File: config.mk
export PLATFORM = sky130hd
export DESIGN_NAME = ssc_spi_frame
export DESIGN_NICKNAME = d
export VERILOG_FILES = /design/src/core/ssc_pkg.sv /design/src/core/ssc_crc_if.sv /design/src/core/ssc_crc5.sv /design/src/core/ssc_spi_frame.sv
export SDC_FILE = /design/constraint.sdc
export NUM_CORES = 1
export LEC_CHECK = 0
export ABC_AREA = 1
export BUFFER_PORTS_ARGS = -buffer_cell sky130_fd_sc_hd__buf_2
export CORE_MARGIN = 3
export CORE_UTILIZATION = 50
export DETAILED_ROUTE_END_ITERATION = 10
export PLACE_DENSITY = 0.71
export SYNTH_ARGS = -nofsm -noshare
export SYNTH_HDL_FRONTEND = slang
export SYNTH_HIERARCHICAL = 1
export SYNTH_SLANG_ARGS = --single-unit
File: constraint.sdc
create_clock -name clk -period 3.2 [get_ports clk]
set_clock_uncertainty 0.05 [all_clocks]
set_input_delay 0 -clock clk [delete_from_list [all_inputs] [get_ports clk]]
set_output_delay 0 -clock clk [all_outputs]
set_load 0.02 [all_outputs]
File: src/core/ssc_pkg.sv
// Constants and types for the serial frame CRC and reply logic
package ssc_pkg;

	// ==========================================================
	// Frame layout
	localparam int          FRAME_W        = 32;
	localparam int          CRC_W          = 5;
	localparam int          CRC_SPAN       = 26;
	localparam int          CNT_W          = 6;
	localparam int          POS_START      = 31;
	localparam int          POS_RW         = 30;
	localparam int          POS_ADDR_HI    = 29;
	localparam int          POS_ADDR_LO    = 25;
	localparam int          POS_PREV_HI    = 30;
	localparam int          POS_PREV_LO    = 26;
	localparam int          POS_FCNT_HI    = 25;
	localparam int          POS_FCNT_LO    = 23;
	localparam int          POS_STAT_HI    = 22;
	localparam int          POS_DATA_HI    = 21;
	localparam int          POS_DATA_LO    = 6;
	localparam int          POS_STAT_LO    = 5;
	localparam int          POS_SPAN_LO    = 5;
	localparam int          IER_BIT        = 15;

	// ==========================================================
	// Values
	localparam logic [4:0]  CRC_SEED       = 5'h1F;
	localparam logic [31:0] POWER_ON_FRAME = 32'h80400021;
	localparam logic [4:0]  ADDR_BAD       = 5'h11;
	localparam logic [4:0]  ADDR_WRITE     = 5'h10;
	localparam logic [4:0]  ADDR_ERR       = 5'h0F;
	localparam logic [5:0]  BITS_FULL      = 6'h20;

	// Kind of reply that the next frame carries
	typedef enum logic [1:0] {
		KIND_READ  = 2'b00,
		KIND_WRITE = 2'b01,
		KIND_BAD   = 2'b11
	} ssc_kind_t;

endpackage : ssc_pkg

File: src/core/ssc_crc_if.sv
// Carrier between the frame logic and a CRC generator
`timescale 1ns/1ps
interface ssc_crc_if;
	logic [ssc_pkg::CRC_SPAN-1:0] bits;
	logic [ssc_pkg::CRC_W-1:0]    crc;

	modport calc (input bits, output crc);
	modport user (output bits, input crc);
endinterface : ssc_crc_if

File: src/core/ssc_crc5.sv
// Combinational 5-bit CRC over the 26 covered frame bits, MSB first
`timescale 1ns/1ps
module ssc_crc5 (
	ssc_crc_if.calc port_i
);
	import ssc_pkg::*;

	always_comb begin
		logic [4:0] c;
		logic       d;
		c = CRC_SEED;
		d = 1'b0;
		for (int i = CRC_SPAN - 1; i >= 0; i--) begin
			d = port_i.bits[i];
			c = {c[3], c[2], c[1] ^ c[4] ^ d, c[0], c[4] ^ d};
		end
		port_i.crc = c;
	end

endmodule : ssc_crc5

File: src/core/ssc_spi_frame.sv
// Serial frame engine: CRC check and generation, special reply frames
`timescale 1ns/1ps
// Overview of operation
// 5-bit CRC x^5+x^2+1, seeded all ones
// Device appends CRC to every outgoing frame
// Controller appends CRC to every incoming frame
// Bad-CRC frames are dropped, no access
// CRC covers bits 30..5, MSB first
// Shift update per bit as fixed equations
// Stage c4 is CRC most significant bit
// Bad-CRC reply: address 0x11, error register data
// Interface error hidden first, then reads set
// Write reply: address 0x10, main angle data
// Status flags high until angle ready, unlocked
// First frame after reset is 0x80400021
// Control register resets leave interface untouched
// Bad-CRC reply status bits zero, counter filled
// Bad-CRC data follows error register order
// Incoming layout: start, rw, address, data, CRC
// Reply layout with advancing 3-bit frame counter
// Status is OR of errors, cleared after read
module ssc_spi_frame (
	input  wire logic                       clk,
	input  wire logic                       srst,
	input  wire logic                       cs_n,
	input  wire logic                       sclk,
	input  wire logic                       mosi,
	output logic                            miso,
	output logic                            miso_oe,
	input  wire logic [15:0]                angle_main,
	input  wire logic [15:0]                err_bits,
	input  wire logic                       err_active,
	input  wire logic                       err_locked,
	input  wire logic                       angle_ready,
	input  wire logic [15:0]                rd_data,
	output logic [4:0]                      rd_addr,
	output logic                            wr_en,
	output logic [4:0]                      wr_addr,
	output logic [15:0]                     wr_data,
	output logic [15:0]                     error_flags,
	output logic                            interface_error_flag
);
	import ssc_pkg::*;

	// ==========================================================
	// Pin synchronisers and edge detection
	logic [2:0] cs_sr;
	logic [2:0] sclk_sr;
	logic [1:0] mosi_sr;

	always_ff @(posedge clk) begin
		if (srst) begin
			cs_sr   <= 3'h7;
			sclk_sr <= 3'h7;
			mosi_sr <= 2'h0;
		end else begin
			cs_sr   <= {cs_sr[1:0], cs_n};
			sclk_sr <= {sclk_sr[1:0], sclk};
			mosi_sr <= {mosi_sr[0], mosi};
		end
	end

	logic cs_fall;
	logic cs_rise;
	logic cs_low;
	logic sck_rise;
	logic sck_fall;
	assign cs_fall  = cs_sr[2] & ~cs_sr[1];
	assign cs_rise  = ~cs_sr[2] & cs_sr[1];
	assign cs_low   = ~cs_sr[1];
	assign sck_rise = cs_low & ~sclk_sr[2] & sclk_sr[1];
	assign sck_fall = cs_low & sclk_sr[2] & ~sclk_sr[1];

	// ==========================================================
	// State
	logic [31:0]     rx_r;
	logic [31:0]     tx_r;
	logic [5:0]      bits_r;
	logic [2:0]      fcnt_r;
	logic [4:0]      prev_r;
	ssc_kind_t       kind_r;
	logic            first_r;
	logic            power_on_r;
	logic            stat_r;
	logic            ier_r;
	logic            miso_r;
	logic            oe_r;
	logic            wr_en_r;
	logic [4:0]      wr_addr_r;
	logic [15:0]     wr_data_r;
	logic [15:0]     eflags_r;

	// ==========================================================
	// CRC generators
	ssc_crc_if rx_crc ();
	ssc_crc_if tx_crc ();

	ssc_crc5 u_rx_crc (
		.port_i (rx_crc.calc)
	);

	ssc_crc5 u_tx_crc (
		.port_i (tx_crc.calc)
	);

	logic frame_end;
	logic crc_ok;
	logic is_write;
	assign rx_crc.bits = rx_r[POS_RW:POS_SPAN_LO];
	assign crc_ok      = (rx_crc.crc == rx_r[CRC_W-1:0]);
	assign frame_end   = cs_rise & (bits_r == BITS_FULL);
	assign is_write    = rx_r[POS_RW];

	// ==========================================================
	// Reply frame assembly
	logic [15:0] err_word;
	logic [15:0] reply_data;
	logic [4:0]  reply_addr;
	logic        reply_stat;
	logic [31:0] body;
	logic [31:0] frame_w;

	assign err_word = {ier_r, err_bits[IER_BIT-1:0]};

	always_comb begin
		reply_addr = prev_r;
		reply_data = (prev_r == ADDR_ERR) ? err_word : rd_data;
		reply_stat = power_on_r | stat_r;
		case (kind_r)
			KIND_WRITE: begin
				reply_addr = ADDR_WRITE;
				reply_data = angle_main;
			end
			KIND_BAD: begin
				reply_addr = ADDR_BAD;
				reply_data = {1'b0, err_bits[IER_BIT-1:0]};
				reply_stat = 1'b0;
			end
			default: reply_addr = prev_r;
		endcase
		body = {1'b1, reply_addr, fcnt_r, reply_stat, reply_data, reply_stat, 5'h00};
	end

	assign tx_crc.bits = body[POS_RW:POS_SPAN_LO];
	assign frame_w = first_r ? POWER_ON_FRAME : {body[31:5], tx_crc.crc};

	// ==========================================================
	// Shift paths; srst stands for power-up or low power exit only
	always_ff @(posedge clk) begin
		if (srst) begin
			rx_r   <= 32'h00000000;
			bits_r <= 6'h00;
		end else if (cs_fall) begin
			bits_r <= 6'h00;
		end else if (sck_rise) begin
			rx_r <= {rx_r[30:0], mosi_sr[1]};
			if (bits_r != 6'h3F)
				bits_r <= bits_r + 6'h01;
		end
	end

	always_ff @(posedge clk) begin
		if (srst) begin
			tx_r   <= 32'h00000000;
			miso_r <= 1'b0;
			oe_r   <= 1'b0;
		end else if (cs_fall) begin
			tx_r   <= frame_w;
			miso_r <= frame_w[POS_START];
			oe_r   <= 1'b1;
		end else if (sck_fall) begin
			miso_r <= tx_r[POS_START];
			tx_r   <= {tx_r[30:0], 1'b0};
		end else if (cs_rise) begin
			oe_r <= 1'b0;
		end
	end

	// ==========================================================
	// Frame decisions
	always_ff @(posedge clk) begin
		if (srst) begin
			kind_r    <= KIND_READ;
			prev_r    <= 5'h00;
			wr_en_r   <= 1'b0;
			wr_addr_r <= 5'h00;
			wr_data_r <= 16'h0000;
		end else begin
			wr_en_r <= 1'b0;
			if (frame_end) begin
				if (!crc_ok) begin
					kind_r <= KIND_BAD;
				end else if (is_write) begin
					kind_r    <= KIND_WRITE;
					wr_en_r   <= 1'b1;
					wr_addr_r <= rx_r[POS_ADDR_HI:POS_ADDR_LO];
					wr_data_r <= rx_r[POS_DATA_HI:POS_DATA_LO];
				end else begin
					kind_r <= KIND_READ;
					prev_r <= rx_r[POS_ADDR_HI:POS_ADDR_LO];
				end
			end
		end
	end

	always_ff @(posedge clk) begin
		if (srst)
			fcnt_r <= 3'h0;
		else if (cs_rise)
			fcnt_r <= fcnt_r + 3'h1;
	end

	always_ff @(posedge clk) begin
		if (srst)
			first_r <= 1'b1;
		else if (cs_fall)
			first_r <= 1'b0;
	end

	always_ff @(posedge clk) begin
		if (srst)
			power_on_r <= 1'b1;
		else if (angle_ready && !err_locked)
			power_on_r <= 1'b0;
	end

	// Set wins over clear for both sticky flags
	always_ff @(posedge clk) begin
		if (srst)
			ier_r <= 1'b0;
		else if (frame_end && !crc_ok)
			ier_r <= 1'b1;
		else if (cs_fall && !first_r && kind_r == KIND_READ && prev_r == ADDR_ERR)
			ier_r <= 1'b0;
	end

	always_ff @(posedge clk) begin
		if (srst)
			stat_r <= 1'b0;
		else if (err_active || ier_r)
			stat_r <= 1'b1;
		else if (cs_fall && !first_r && kind_r == KIND_READ)
			stat_r <= 1'b0;
	end

	always_ff @(posedge clk) begin
		if (srst)
			eflags_r <= 16'h0000;
		else
			eflags_r <= err_word;
	end

	assign miso                 = miso_r;
	assign miso_oe              = oe_r;
	assign rd_addr              = prev_r;
	assign wr_en                = wr_en_r;
	assign wr_addr              = wr_addr_r;
	assign wr_data              = wr_data_r;
	assign error_flags          = eflags_r;
	assign interface_error_flag = ier_r;
endmodule : ssc_spi_frame

==> summary.md <==
| Metric | Value |
|---|---|
| Buffer and inverter count on the worst path | 4 |
| Cell type with the highest occurrence count on the critical path | sky130_fd_sc_hd__nand2_2 |
| Site Rows | 43 |
| Horizontal extent of the die | 127 um |
| Cell area after placement | 8080 um2 |
| Largest stage delay, worst path | 0.37 ns |
| Min-Delay Startpoint | angle_main[9] |
| TritonCTS clock tree | yes |
| Req. time, crit path | about 3.5 ns |
| Max-cap violations | 0 |
| Routed wire length per instance | 13.8 um |
| Most frequent standard cell in the layout excluding fill and tap cells | sky130_fd_sc_hd__nand2_1 |
| Weighted congestion at the end of routability-driven global placement | 0.883 |
| Number of diodes | 0 |
| Proportion of layout cells with a drive suffix above 1 | between 20% and 30% |
| Synth Warn # | 6 |
| Worst-Margin Slew | between 1 and 1.5 ns |
| Overflow after GRT | 0 |
| Leak | approximately 0.0045 uW |
| Slowest stage cell on the critical path | sky130_fd_sc_hd__dfxtp_1 |
| Rel. slew slack | 32.6% |
| Wire length of the first global-routing pass | 32.7 mm |
| Ports | just over 100 |
| Maximum net fanout on the critical path | 8 |
| Fin Hold WS | 0.0220 ns |
| Area share of the largest cell type after synthesis | 35.6% |
| Placed wire-length estimate | 13.7 mm |
| Via count normalized by instance count | just over 5 |
| Mean instance size in the synthesized netlist | roughly 6.3 um2 |
| Count of buffers from port buffering | 100 |
| Post-route cell area | 9540 um2 |
| Count of endpoints failing setup in the final report | 0 |
| Signed area change from the synthesized netlist to the final layout | 29.5% |
| Category of the worst setup path capture point | register |
| Final ANT Viol Nets | 0 |
| Number of distinct standard cells referenced by the synthesized netlist | 36 |
| Maximum buffer depth of the clock tree | 2 |
| TritonRoute pass-1 iters | 5 |
| Yosys reg bits | 131 |
| Depth of the worst register-to-register path | 27 |
| Capture endpoint of the worst hold path | tx_r[15] |
| Critical setup path kind | register to register |
| Dominant cell type by area after synthesis | sky130_fd_sc_hd__dfxtp_1 |
| Core occupancy in the finished layout | around two thirds |
| Clock slew at reported path FFs | roughly 0.060 ns |
| Largest net degree at the start of global routing | 52 |
| Count of routing violations after the opening detailed-route iteration | between 500 and 600 |
| Clock tree root buffer cell | sky130_fd_sc_hd__clkbuf_16 |
| Run status | finished clean |
| Max VDD drop | 353 uV |
| Via total after detailed routing | 7849 |
| Top area cells in the synthesized netlist | sky130_fd_sc_hd__dfxtp_1 (36%), sky130_fd_sc_hd__nand2_1 (19%), sky130_fd_sc_hd__nand3_1 (10%) |
| Via count of the first global-routing pass | between 6k and 7k |
| Nets in the synthesized netlist | 1227 |
| Sum of routed wire length over all layers | 20.9 mm |
| Max Clk Rate | 321 MHz |
| Floorplan die height | 127 um |
| Crit path depth | 27 |
| Post-Syn Area | 7360 um2 |
| Reg-to-reg startpoint | rx_r[23] |
| Final hold vios | 0 |
| Sequential cell area fraction in the yosys report | 35.6% |
| Core ar. | 14100 um2 |
| Largest delay share family, worst path | simple AND/OR/NAND/NOR gates |
| Area of the die | 16200 um2 |
| Cell count after synthesis | 1166 |
| Commonest cells after routing, fill and taps aside | sky130_fd_sc_hd__nand2_1 (340), sky130_fd_sc_hd__inv_1 (155), sky130_fd_sc_hd__nand3_1 (135), sky130_fd_sc_hd__dfxtp_1 (119), sky130_fd_sc_hd__buf_2 (100) |
| Antenna violations before repair | 0 |
| Cells on Worst Hold Path | 7 |
| Post-layout min period | 3.12 ns |
| Skew-Pair Late Insertion Delay | 0.42 ns |
| All-Layer GR Usage | 24.6% |
| Sum of negative setup slack | 0 ns |
| Effective utilization at floorplan | 52.0% |
| R2R Setup Slk | ~0.080 ns |
| Design Power | 4340 uW |
| Ratio of final minimum period to clock period | 97.5% |
| NumNets Final | 1379 |
| CP arrival | between 3 and 4 ns |
| H-tree depth | 4 |
| Number of CTS-inserted buffers | 17 |
| DRC errors left | 0 |
| Total power divided by cell area | roughly 460 nW/um2 |
| Startpoint types | register |
| Sink count of the clock tree | 131 |
| Class of the tightest hold or removal check | input port to register |
| Slew Limit Fails | 0 |
| Reg2reg end | wr_data[0] |
==> sequential cells by signal (all words and copies together) (netlist names) <==
name                  flops
bits_r                    6
cs_sr                     3
error_flags              16
fcnt_r                    3
first_r                   1
interface_error_flag      1
kind_r                    2
miso                      1
miso_oe                   1
mosi_sr                   2
power_on_r                1
rd_addr                   5
rx_r                     31
sclk_sr                   3
stat_r                    1
tx_r                     32
wr_addr                   5
wr_data                  16
wr_en                     1
==> cells by family (layout without fill, tap and decap cells) <==
family                   count (synthesis)  after routing  share of synthesized area [%]
adder cells (fa/ha/maj)                  5              5                          0.849
flip-flops                             131            131                           35.6
buffers and inverters                  219            384                           12.3
XOR/XNOR                                18             18                           2.14
AND/OR/NAND/NOR                        615            615                           36.4
AO/OA/AOI/OAI                          178            178                           12.7
==> worst register-to-register path: cells and delay by family (launching register included) <==
kind	cells	cell delay (ns)
AOI/OAI and AO/OA	1	0.14
buffers and inverters	4	0.36
DFF	1	0.37
and+or+nand+nor	22	2.13
==> power by group <==
| part | switching [uW] | internal [uW] | leakage [uW] |
|---|---|---|---|
| sequential | 18.9 | 1670 | 0.00107 |
| clock | 729 | 1410 | 0.000316 |
| combinational | 318 | 197 | 0.00316 |
| total | 1070 | 3270 | 0.00455 |
==> how the worst max path moves through the flow <==
stage | start | to | slack, ns
final | rx_r[23] | wr_data[0] | 0.08
after global routing | rx_r[23] | wr_data[0] | -0.14
after CTS | rd_addr[3] | tx_r[4] | 0.17
after detailed placement | rd_addr[3] | tx_r[4] | 0.22
after global placement | kind_r[0] | tx_r[2] | 0.29
after floorplan | rd_addr[2] | tx_r[4] | 0.37
==> routing by layer <==
| metal | global-route usage (%) | up-vias | share of wire [%] |
|---|---|---|---|
| met5 | 0 | - | 0 |
| li1 | - | 3983 | - |
| met4 | 6.75 | 0 | 1.4 |
| met1 | 35.0 | 3621 | 47 |
| met3 | 5.73 | 27 | 6.0 |
| met2 | 37.6 | 218 | 46 |
==> metrics by stage <==
| stage | instances | setup WS [ns] |
|---|---|---|
| floorplan | 1166 | 0.371 |
| global placement | 1431 | 0.294 |
| detailed placement | 1431 | 0.221 |
| CTS | 1501 | 0.174 |
| global route | 1511 | -0.141 |
| finish | 1511 | 0.0799 |
==> synth_stat cells <==
cell                       count
sky130_fd_sc_hd__nand2_1     373
sky130_fd_sc_hd__inv_1       160
sky130_fd_sc_hd__nand3_1     149
sky130_fd_sc_hd__dfxtp_1     131
sky130_fd_sc_hd__a21oi_1      93
sky130_fd_sc_hd__o21ai_0      72
sky130_fd_sc_hd__nor2_1       52
sky130_fd_sc_hd__clkbuf_1     19
sky130_fd_sc_hd__nand2_2      17
sky130_fd_sc_hd__inv_2        14
sky130_fd_sc_hd__buf_2        12
sky130_fd_sc_hd__xnor2_1      10
sky130_fd_sc_hd__a311oi_1      8
sky130_fd_sc_hd__xor2_1        8
sky130_fd_sc_hd__buf_4         5
sky130_fd_sc_hd__ha_1          5
sky130_fd_sc_hd__buf_6         4
sky130_fd_sc_hd__nand3b_1      4
sky130_fd_sc_hd__or2_2         4
sky130_fd_sc_hd__nand3_2       3
sky130_fd_sc_hd__nor2_4        3
sky130_fd_sc_hd__a211oi_1      2
sky130_fd_sc_hd__buf_1         2
sky130_fd_sc_hd__buf_8         2
sky130_fd_sc_hd__nand3_4       2
sky130_fd_sc_hd__nor2_2        2
sky130_fd_sc_hd__a21oi_2       1
sky130_fd_sc_hd__a22oi_1       1
sky130_fd_sc_hd__a31oi_1       1
sky130_fd_sc_hd__clkinv_1      1
sky130_fd_sc_hd__nand2_4       1
sky130_fd_sc_hd__nand4_1       1
sky130_fd_sc_hd__nand4_2       1
sky130_fd_sc_hd__nor2_8        1
sky130_fd_sc_hd__nor3_2        1
sky130_fd_sc_hd__nor4_1        1
==> repair_timing <==
item,CTS,global route
endpoints found under the hold margin,21,0
hold buffers,38,0
resized for setup,0,95
buffers inserted,0,7
setup endpoints to repair,0,35
==> layout make-up <==
class | instances | area, um2
multi-input cells | 816 | 4090
fillers | 1250 | 4610
clock buffers | 24 | 502
repair buffers | 177 | 1270
inverters | 175 | 661
well taps | 180 | 225
flip-flops and latches | 131 | 2650
clock inverters | 8 | 146
Note: power is estimated with default switching activity, not from simulation.
